$ cat config.mk
export PLATFORM = sky130hd
export DESIGN_NAME = tce_top
export DESIGN_NICKNAME = d
export VERILOG_FILES = /design/src/include/tce_pkg.sv /design/src/rtl/tce_top.sv
export SDC_FILE = /design/constraint.sdc
export NUM_CORES = 1
export LEC_CHECK = 0
export BUFFER_PORTS_ARGS = -buffer_cell sky130_fd_sc_hd__buf_4
export CAP_MARGIN = 20
export CORE_MARGIN = 1
export CORE_UTILIZATION = 60
export CTS_BUF_LIST = sky130_fd_sc_hd__clkbuf_16
export DETAILED_ROUTE_END_ITERATION = 16
export PLACE_DENSITY = 0.84
export SYNTH_ARGS = -nofsm -noshare
export SYNTH_HDL_FRONTEND = slang
export SYNTH_SLANG_ARGS = --single-unit
$ cat constraint.sdc
create_clock -name ref_clk -period 3.7 [get_ports ref_clk]
set_clock_uncertainty 0.1 [all_clocks]
set_input_delay 0.185 -clock ref_clk [delete_from_list [all_inputs] [get_ports ref_clk]]
set_output_delay 0.185 -clock ref_clk [all_outputs]
set_load 0.05 [all_outputs]
$ cat src/include/tce_pkg.sv
// Purpose: constants, field layout and filter table of the timer channel
//          event control block
// Assumes: 16-bit register port, one register per word offset
// Notes:   shared by the design and its testbench
package tce_pkg;

  localparam int ADDR_W = 8;
  localparam int DATA_W = 16;

  // ****************************************
  // register offsets
  // ****************************************
  localparam logic [7:0] OFS_CTRL = 8'h00;
  localparam logic [7:0] OFS_IDEN = 8'h0C;
  localparam logic [7:0] OFS_ISTS = 8'h10;
  localparam logic [7:0] OFS_SWEVT = 8'h14;
  localparam logic [7:0] OFS_CM1 = 8'h18;
  localparam logic [7:0] OFS_CCTRL = 8'h20;
  localparam logic [7:0] OFS_CH1_COMPARE_CAPTURE_VALUE = 8'h34;
  localparam logic [7:0] OFS_C2DT = 8'h38;

  // ****************************************
  // field positions
  // ****************************************
  localparam int BIT_OVF = 0;
  localparam int BIT_CH1 = 1;
  localparam int BIT_TRG = 6;
  localparam int BIT_DMA_OVF = 8;
  localparam int BIT_DMA_CH1 = 9;
  localparam int BIT_RF_CH1 = 9;
  localparam int CTRL_OVF_DIS = 1;
  localparam int CTRL_OVF_SRC = 2;
  localparam int CTRL_DIR = 4;
  localparam int CTRL_CLKDIV = 8;
  localparam int CM_STRIDE = 8;
  localparam int CM_CFG = 0;
  localparam int CM_FAST = 2;
  localparam int CM_BUF = 3;
  localparam int CM_MODE = 4;
  localparam int CM_CLR = 7;
  localparam int CM_DIV = 2;
  localparam int CM_FLT = 4;
  localparam int CC_STRIDE = 4;
  localparam int CC_ON = 0;
  localparam int CC_POL = 1;

  // ****************************************
  // reset values and writable masks
  // ****************************************
  localparam logic [15:0] RST_REG = 16'h0000;
  localparam logic [15:0] CTRL_MASK = 16'h0316;
  localparam logic [15:0] IDEN_MASK = 16'h5F5F;
  localparam logic [15:0] ISTS_MASK = 16'h1E5F;
  localparam logic [15:0] CCTRL_MASK = 16'h0033;

  typedef enum logic [2:0] {
    OM_OFF = 3'h0, OM_SET = 3'h1, OM_CLR = 3'h2, OM_TGL = 3'h3,
    OM_LOW = 3'h4, OM_HIGH = 3'h5, OM_PWMA = 3'h6, OM_PWMB = 3'h7
  } tce_omode_t;

  typedef enum logic [1:0] {
    CFG_OUT = 2'h0, CFG_OWN = 2'h1, CFG_OTHER = 2'h2, CFG_ITRG = 2'h3
  } tce_cfg_t;

  // sampling period as a power of two of ref_clk cycles
  function automatic logic [2:0] tce_flt_shift(input logic [3:0] code,
                                               input logic [1:0] cdiv);
    logic [2:0] d;
    d = (cdiv == 2'h3) ? 3'h0 : {1'b0, cdiv};
    case (code)
      4'h1, 4'h2, 4'h3: tce_flt_shift = 3'h0;
      4'h4, 4'h5: tce_flt_shift = d + 3'h1;
      4'h6, 4'h7: tce_flt_shift = d + 3'h2;
      4'h8, 4'h9: tce_flt_shift = d + 3'h3;
      4'hA, 4'hB, 4'hC: tce_flt_shift = d + 3'h4;
      4'hD, 4'hE, 4'hF: tce_flt_shift = d + 3'h5;
      default: tce_flt_shift = d;
    endcase
  endfunction : tce_flt_shift

  // agreeing samples needed before an edge passes
  function automatic logic [3:0] tce_flt_n(input logic [3:0] code);
    case (code)
      4'h1: tce_flt_n = 4'h2;
      4'h2: tce_flt_n = 4'h4;
      4'h3, 4'h5, 4'h7, 4'h9, 4'hC, 4'hF: tce_flt_n = 4'h8;
      4'h4, 4'h6, 4'h8, 4'hB, 4'hE: tce_flt_n = 4'h6;
      4'hA, 4'hD: tce_flt_n = 4'h5;
      default: tce_flt_n = 4'h1;
    endcase
  endfunction : tce_flt_n

endpackage : tce_pkg

$ cat src/rtl/tce_top.sv
// Purpose: event flags, dma and interrupt gating, software events and
//          channel 1/2 compare, capture, filter and divider
// Assumes: all inputs synchronous to ref_clk; counter core is outside
// Notes:   channels 3/4 report events through ch34_event only
//
// The plain strobed port and the register offsets were left to the implementer.
`timescale 1ns/1ps
module tce_top #(
  parameter int CNT_W = 16
) (
  input wire logic ref_clk,
  input wire logic reset_n,
  input wire logic [tce_pkg::ADDR_W-1:0] addr,
  input wire logic [tce_pkg::DATA_W-1:0] wdata,
  input wire logic wr_en,
  input wire logic rd_en,
  output logic [tce_pkg::DATA_W-1:0] rdata,
  input wire logic [CNT_W-1:0] cnt_val,
  input wire logic counter_overflow,
  input wire logic counter_reinit,
  input wire logic trigger_input,
  input wire logic suspend_mode,
  input wire logic trigger_input_select,
  input wire logic internal_trigger_channel_in,
  input wire logic external_input,
  input wire logic ch1_pin,
  input wire logic ch2_pin,
  input wire logic [1:0] ch34_event,
  input wire logic [1:0] ch34_is_input,
  output logic irq,
  output logic [4:0] dma_req,
  output logic ch1_raw_output,
  output logic ch2_raw_output,
  output logic overflow_event,
  output logic trigger_event
);
  import tce_pkg::*;

  // ****************************************
  // parameter check
  // ****************************************
  if (CNT_W < 16 || CNT_W > 32) begin : g_bad_width
    $error("CNT_W must lie between 16 and 32");
  end

  logic [15:0] ctrl_q, iden_q, ists_q, ists_d, cm_q, cc_q, rdata_q;
  logic [15:0] sw_ev, rd_mux, cm_new;
  logic [6:0] pre_q;
  logic trg_in_q, trig_evt, ovf_evt, irq_q, ovf_q, trg_q;
  logic [4:0] dma_q;
  logic [1:0] flt_q, cap_w, cmp_w, raw_q, in_mode;
  logic [3:0] evt_v, cap_v;
  logic [CNT_W-1:0] dt_q [2];
  logic [CNT_W-1:0] sh_q [2];
  logic [1:0] pins;

  assign pins = {ch2_pin, ch1_pin};

  // ****************************************
  // register writes
  // ****************************************
  assign sw_ev = (wr_en && addr == OFS_SWEVT) ? wdata : 16'h0000;

  always_comb begin
    cm_new = wdata;
    if (cc_q[CC_ON]) begin
      cm_new[1:0] = cm_q[1:0];
    end
    if (cc_q[CC_STRIDE + CC_ON]) begin
      cm_new[9:8] = cm_q[9:8];
    end
  end

  always_ff @(posedge ref_clk) begin
    if (!reset_n) begin
      ctrl_q <= RST_REG;
      iden_q <= RST_REG;
      cm_q <= RST_REG;
      cc_q <= RST_REG;
    end else if (wr_en) begin
      if (addr == OFS_CTRL) begin
        ctrl_q <= wdata & CTRL_MASK;
      end
      if (addr == OFS_IDEN) begin
        iden_q <= wdata & IDEN_MASK;
      end
      if (addr == OFS_CM1) begin
        cm_q <= cm_new;
      end
      if (addr == OFS_CCTRL) begin
        cc_q <= wdata & CCTRL_MASK;
      end
    end
  end

  // ****************************************
  // trigger and overflow events
  // ****************************************
  always_ff @(posedge ref_clk) begin
    if (!reset_n) begin
      trg_in_q <= 1'b0;
    end else begin
      trg_in_q <= trigger_input;
    end
  end

  // suspend mode reacts to both edges
  assign trig_evt = (suspend_mode ? (trigger_input ^ trg_in_q)
                    : (trigger_input & ~trg_in_q))
                    | sw_ev[BIT_TRG];

  // disable bit blocks every source, counter overflow included
  assign ovf_evt = ~ctrl_q[CTRL_OVF_DIS] & (counter_overflow
                   | (~ctrl_q[CTRL_OVF_SRC]
                   & (sw_ev[BIT_OVF] | counter_reinit)));

  // free-running base for filter sampling ticks
  always_ff @(posedge ref_clk) begin
    if (!reset_n) begin
      pre_q <= 7'h00;
    end else begin
      pre_q <= pre_q + 7'h01;
    end
  end

  // ****************************************
  // channels 1 and 2
  // ****************************************
  for (genvar c = 0; c < 2; c++) begin : g_ch
    localparam int B = c * CM_STRIDE;
    logic [1:0] cfg;
    logic [3:0] flt_code, fcnt_q, nreq;
    logic [2:0] mode, pcnt_q, lim;
    logic [6:0] mask;
    logic on, pol, tick, sel, sel_q, edge_w, act, match, match_q;
    logic pwm_a, raw_d;

    assign cfg = cm_q[B + CM_CFG +: 2];
    assign mode = cm_q[B + CM_MODE +: 3];
    assign flt_code = cm_q[B + CM_FLT +: 4];
    assign on = cc_q[c * CC_STRIDE + CC_ON];
    assign pol = cc_q[c * CC_STRIDE + CC_POL];
    assign in_mode[c] = (cfg != CFG_OUT);
    assign nreq = tce_flt_n(flt_code);
    assign mask = ~(7'h7F << tce_flt_shift(flt_code,
                  ctrl_q[CTRL_CLKDIV +: 2]));
    assign tick = ((pre_q & mask) == 7'h00);

    always_ff @(posedge ref_clk) begin
      if (!reset_n) begin
        flt_q[c] <= 1'b0;
        fcnt_q <= 4'h0;
      end else if (tick) begin
        if (pins[c] == flt_q[c]) begin
          fcnt_q <= 4'h0;
        end else if (fcnt_q + 4'h1 >= nreq) begin
          flt_q[c] <= pins[c];
          fcnt_q <= 4'h0;
        end else begin
          fcnt_q <= fcnt_q + 4'h1;
        end
      end
    end

    always_comb begin
      case (cfg)
        CFG_OWN: sel = flt_q[c];
        CFG_OTHER: sel = flt_q[1 - c];
        CFG_ITRG: sel = trigger_input_select
                        & internal_trigger_channel_in;
        default: sel = 1'b0;
      endcase
    end

    always_ff @(posedge ref_clk) begin
      if (!reset_n) begin
        sel_q <= 1'b0;
      end else begin
        sel_q <= sel;
      end
    end

    assign edge_w = pol ? (sel_q & ~sel) : (~sel_q & sel);
    assign act = on & in_mode[c] & edge_w;
    assign lim = 3'((4'h1 << cm_q[B + CM_DIV +: 2]) - 4'h1);

    always_ff @(posedge ref_clk) begin
      if (!reset_n || !on) begin
        pcnt_q <= 3'h0;
      end else if (act) begin
        pcnt_q <= (pcnt_q == lim) ? 3'h0 : pcnt_q + 3'h1;
      end
    end

    assign cap_w[c] = act && pcnt_q == lim;
    assign match = (cnt_val == dt_q[c]);
    assign cmp_w[c] = ~in_mode[c] & match & ~match_q;

    always_ff @(posedge ref_clk) begin
      if (!reset_n) begin
        // starts high: a counter parked on the compare value is no event
        match_q <= 1'b1;
      end else begin
        match_q <= match;
      end
    end

    // compare/capture value and its shadow
    always_ff @(posedge ref_clk) begin
      if (!reset_n) begin
        dt_q[c] <= '0;
        sh_q[c] <= '0;
      end else if (cap_w[c]) begin
        dt_q[c] <= cnt_val;
      end else begin
        if (wr_en && addr == (c == 0 ? OFS_CH1_COMPARE_CAPTURE_VALUE : OFS_C2DT)) begin
          if (!in_mode[c] && cm_q[B + CM_BUF]) begin
            sh_q[c] <= CNT_W'(wdata);
          end else begin
            dt_q[c] <= CNT_W'(wdata);
          end
        end
        if (ovf_evt && !in_mode[c] && cm_q[B + CM_BUF]) begin
          dt_q[c] <= sh_q[c];
        end
      end
    end

    // pwm a: up counts high while dt above counter, down low while below
    assign pwm_a = ctrl_q[CTRL_DIR] ? (dt_q[c] >= cnt_val)
                   : (dt_q[c] > cnt_val);

    always_comb begin
      raw_d = raw_q[c];
      case (mode)
        OM_SET: raw_d = cmp_w[c] ? 1'b1 : raw_q[c];
        OM_CLR: raw_d = cmp_w[c] ? 1'b0 : raw_q[c];
        OM_TGL: raw_d = raw_q[c] ^ cmp_w[c];
        OM_LOW: raw_d = 1'b0;
        OM_HIGH: raw_d = 1'b1;
        OM_PWMA: raw_d = (cm_q[B + CM_FAST] && trig_evt) ? 1'b1
                         : pwm_a;
        OM_PWMB: raw_d = (cm_q[B + CM_FAST] && trig_evt) ? 1'b0
                         : ~pwm_a;
        default: raw_d = raw_q[c];
      endcase
      if (cm_q[B + CM_CLR] && external_input) begin
        raw_d = 1'b0;
      end
    end

    always_ff @(posedge ref_clk) begin
      if (!reset_n) begin
        raw_q[c] <= 1'b0;
      end else if (!in_mode[c]) begin
        raw_q[c] <= raw_d;
      end
    end
  end

  // ****************************************
  // status flags, dma and interrupt
  // ****************************************
  assign evt_v = {ch34_event | sw_ev[4:3],
                  cap_w | cmp_w | sw_ev[2:1]};
  assign cap_v = {ch34_event & ch34_is_input, cap_w};

  always_comb begin
    ists_d = ists_q;
    if (wr_en && addr == OFS_ISTS) begin
      ists_d = ists_q & wdata;
    end
    if (rd_en && addr == OFS_CH1_COMPARE_CAPTURE_VALUE && in_mode[0]) begin
      ists_d[BIT_CH1] = 1'b0;
    end
    if (rd_en && addr == OFS_C2DT && in_mode[1]) begin
      ists_d[BIT_CH1 + 1] = 1'b0;
    end
    // sets come last so a clear in the same cycle loses
    ists_d = (ists_d | {3'h0, cap_v & ists_q[4:1], 2'h0, trig_evt,
              1'b0, evt_v, ovf_evt}) & ISTS_MASK;
  end

  always_ff @(posedge ref_clk) begin
    if (!reset_n) begin
      ists_q <= RST_REG;
      dma_q <= 5'h00;
      irq_q <= 1'b0;
      ovf_q <= 1'b0;
      trg_q <= 1'b0;
    end else begin
      ists_q <= ists_d;
      dma_q <= {evt_v, ovf_evt} & iden_q[12:8];
      irq_q <= |({ists_q[BIT_TRG], ists_q[4:0]}
               & {iden_q[BIT_TRG], iden_q[4:0]});
      ovf_q <= ovf_evt;
      trg_q <= trig_evt;
    end
  end

  // ****************************************
  // register reads
  // ****************************************
  always_comb begin
    case (addr)
      OFS_CTRL: rd_mux = ctrl_q;
      OFS_IDEN: rd_mux = iden_q;
      OFS_ISTS: rd_mux = ists_q;
      OFS_CM1: rd_mux = cm_q;
      OFS_CCTRL: rd_mux = cc_q;
      OFS_CH1_COMPARE_CAPTURE_VALUE: rd_mux = dt_q[0][15:0];
      OFS_C2DT: rd_mux = dt_q[1][15:0];
      default: rd_mux = 16'h0000;
    endcase
  end

  always_ff @(posedge ref_clk) begin
    if (!reset_n) begin
      rdata_q <= 16'h0000;
    end else begin
      rdata_q <= rd_en ? rd_mux : 16'h0000;
    end
  end

  assign rdata = rdata_q;
  assign irq = irq_q;
  assign dma_req = dma_q;
  assign ch1_raw_output = raw_q[0];
  assign ch2_raw_output = raw_q[1];
  assign overflow_event = ovf_q;
  assign trigger_event = trg_q;
endmodule : tce_top

==> metrics.md <==
| Metric | Value |
|---|---|
| Clock buffer depth | `2` |
| Antenna violations before repair | `1` |
| RSZ-0062 raised after global routing | `false` |
| Worst Hold Class | `primary input to register` |
| Synth cell types | `74` |
| Number of I/O pins | `83` |
| Vias in the first global route | `~8.2k` |
| Final period util | `86.98%` |
| Status | `finished, final reports clean` |
| Final setup vio count | `0` |
| Mean Syn Cell Area | `9.383 um^2` |
| Top_reg_cell synth | `dfxtp_1` |
| Crit Path Class | `primary input to register` |
| Crit Path Max Fanout | `4` |
| Fmax | `310.7 MHz` |
| Slowest Stage Delay on Critical Path | `690 ps` |
| P_leak | `4.513 nW` |
| Number of remaining DRC errors | `0` |
| Main combinational cell family by area after synthesis | `simple AND/OR/NAND/NOR gates` |
| Dpl hpwl | `19.43 mm` |
| Slowest cell on crit path | `nor4b_1` |
| Clock Tree Root | `clkbuf_16` |
| Core ar. | `approximately 0.015 mm^2` |
| Yosys warnings | `0` |
| Maxcap violations | `0` |
| Clock Latency Late Sink | `440 ps` |
| Gpl congestion | `0.9600` |
| Cell Area, Placed | `between 0.01 and 0.015 mm^2` |
| DR WL/cell | `a little over 20 um` |
| Hold Vio Cnt, Final | `0` |
| Detail Route Antenna Nets | `0` |
| Number of synthesized flops with an enable pin | `64` |
| Layout cells sized above 1 | `14.34%` |
| Setup crit end kind | `register` |
| Row Count | `45` |
| Most frequent cells in the layout | `dfxtp_1 (109), nor2_1 (103), buf_4 (101)` |
| Max Slew Vio Count | `0` |
| Syn nets | `~1.1k` |
| Die width | `128.7 um` |
| Total gr overflow | `0` |
| Syn Inst Count | `1,027` |
| Port bufs | `82` |
| Synth top area share | `a little under a quarter` |
| DRT Wirelength | `28.05 mm` |
| Minimum clock period | `3218 ps` |
| Simple-gate area share of the yosys netlist | `19.70%` |
| Via/cell ratio | `6.417` |
| Via count | `8,656` |
| Tightest Pin Transition | `1075 ps` |
| Htree depth | `4` |
| Adder-cell share of the synthesized area | `under 10%` |
| Pwr Total | `between 4 and 5 mW` |
| Synth Area in XOR/XNOR | `1.545%` |
| Register area share after synthesis | `42.59%` |
| Final instance area | `0.01130 mm^2` |
| Clock sinks | `roughly 170` |
| Setup TNS | `0 ps` |
| Nets | `between 1k and 1.5k` |
| FF+latch count, synth | `roughly 170` |
| Initial core utilization | `around 62%` |
| TritonRoute pass-1 iters | `10` |
| Maximum VDD drop | `347.7 uV` |
| Largest net degree at the start of global routing | `52` |
| Mapped Area | `slightly below 0.01 mm^2` |
| TritonCTS clock tree | `done` |
| Crit path DAT | `3470 ps` |
| Full die area | `between 0.015 and 0.02 mm^2` |
| Reg clk slew, reported paths | `about 60 ps` |
| WP data required | `3950 ps` |
| Synth Area in Compound Gates | `17.31%` |
| CP Launch Type | `primary input` |
| P per Cell Area | `354.2 mW/mm^2` |
| Worst path cell trace | `dlygate4sd3_1 > buf_4 > inv_1 > ha_1 > nand4_1 > or3_1 > nor4b_1 > mux2_2 > o221ai_1 > a31oi_1 > a211oi_1` |
| Total CTS buffers | `17` |
| Async SR Flop Fraction | `0%` |
| Most area-hungry cell type in the Yosys netlist | `dfxtp_1` |
| DRT iter0 DRCs | `1,129` |
| Top cells by area, synth | `dfxtp_1 (23%), edfxtp_1 (20%), ha_1 (7.5%)` |
| Placed Cells | `1,280` |
| Commonest non-fill, non-tap cell in the layout | `dfxtp_1` |
| Die Y-Extent | `between 100 and 150 um` |
| Slew HR | `27.79%` |
| Layout area overhead | `17.24%` |
| Filler cells | `1,106` |
| Final cell count without fillers | `1,349` |
| Fraction of synthesized area in multiplexers | `6.544%` |
| First-pass GRT wire length | `43.77 mm` |
| GRT Util Overall | `a little over a third` |
-- cell type report --
type	count	area, um^2	share of cell area [%]
Antenna cell	1	2.502	0.02215
Clock buffer	18	450.4	3.987
Clock inverter	14	81.33	0.7198
Inverter	51	191.4	1.694
Multi-Input combinational cell	744	5086	45.02
Sequential cell	173	4104	36.32
Tap cell	211	264.0	2.337
Timing Repair Buffer	137	1119	9.900
-- cell families (layout without fill, tap and decap cells) --
family / Yosys count / count (layout)
compound gates: 236 / 236
other cells: 0 / 1
fa+ha+maj: 59 / 59
flops: 173 / 173
xor+xnor: 17 / 17
simple gates: 377 / 377
buf+inv: 110 / 220
mux: 55 / 55
-- layer usage --
layer | track usage (%) | share of wire, % | vias up
met5 | 0 | 0 | -
met4 | 19.93 | 5.4 | 0
met3 | 9.106 | 11 | 151
met2 | 55.36 | 45 | 595
met1 | 44.11 | 38 | 3985
li1 | - | - | 3925
-- sequential cells by signal, summed over array words and instances, names as in the netlist, 4 cells and up --
name / cells
g_ch.nreq: 8
iden_q: 12
sh_q: 32
cm_q: 16
rdata: 16
g_ch.fcnt_q: 8
ctrl_q: 5
g_ch.pcnt_q: 6
dma_req: 5
dt_q: 32
cc_q: 4
ists_q: 10
pre_q: 7
-- synth_stat cells, types with 7 or more instances --
cell type / n
a21o_1: 7
o21ai_0: 32
edfxtp_1: 64
nor2_1: 103
nand2_1: 94
ha_1: 58
a221o_1: 17
xor2_1: 7
nor2b_1: 7
a22oi_1: 17
clkbuf_1: 40
nor3_1: 12
a211oi_1: 21
nand4_1: 9
a21oi_1: 70
mux2i_1: 45
dfxtp_1: 109
a31oi_1: 12
nand2b_1: 16
inv_1: 50
xnor2_1: 10
and2_1: 57
a222oi_1: 11
nand3_1: 39
and3_1: 7
a211oi_2: 9
-- repair_timing --
item,4_1_cts,5_1_grt
hold buffers,36,0
setup buffers,0,0
gates resized for setup,0,0
endpoints found under the hold margin,48,0
endpoints found under the setup margin,0,0
-- report_power, final --
group          switching (mW)  leakage, nW  total [mW]  internal [mW]
clock                   0.763        0.281        1.65          0.886
combinational           0.189         2.69       0.317          0.128
sequential             0.0287         1.54        2.03           2.01
-- critical path, delay by kind of cell --
| kind | cells | cell delay (ps) |
|---|---|---|
| multiplexers | 1 | 410 |
| AO/OA/AOI/OAI | 3 | 490 |
| buffers and inverters | 3 | 730 |
| adder cells (fa/ha/maj) | 1 | 310 |
| AND/OR/NAND/NOR | 3 | 1350 |
-- final timing paths --
kind                                       start                             end  slack [ps]  cells past startpoint
setup / recovery                     cnt_val[15]     ch1_raw_output$_SDFFE_PN0P_         480                     11
hold / removal                          wdata[7]        sh_q[0][7]$_SDFFCE_PN0P_          10                      2
setup reg to reg           dt_q[0][14]$_DFFE_PP_     ch1_raw_output$_SDFFE_PN0P_         490                      8
hold reg to reg   g_ch[1].fcnt_q[3]$_SDFFE_PN0N_  g_ch[1].fcnt_q[3]$_SDFFE_PN0N_         370                      2
-- per-stage QoR --
| stage | worst slack (ps) | hold slack [ps] | util (%) |
|---|---|---|---|
| after floorplan | 659.5 | 202.4 | - |
| after global placement | 760.1 | 305.0 | 67.44 |
| after detailed placement | 669.9 | 333.2 | 67.44 |
| after CTS | 608.3 | 2.149 | 73.22 |
| after global routing | 353.8 | 8.687 | 73.22 |
| final | 481.7 | 13.87 | 73.24 |
Note: power is estimated with default switching activity, not from simulation.
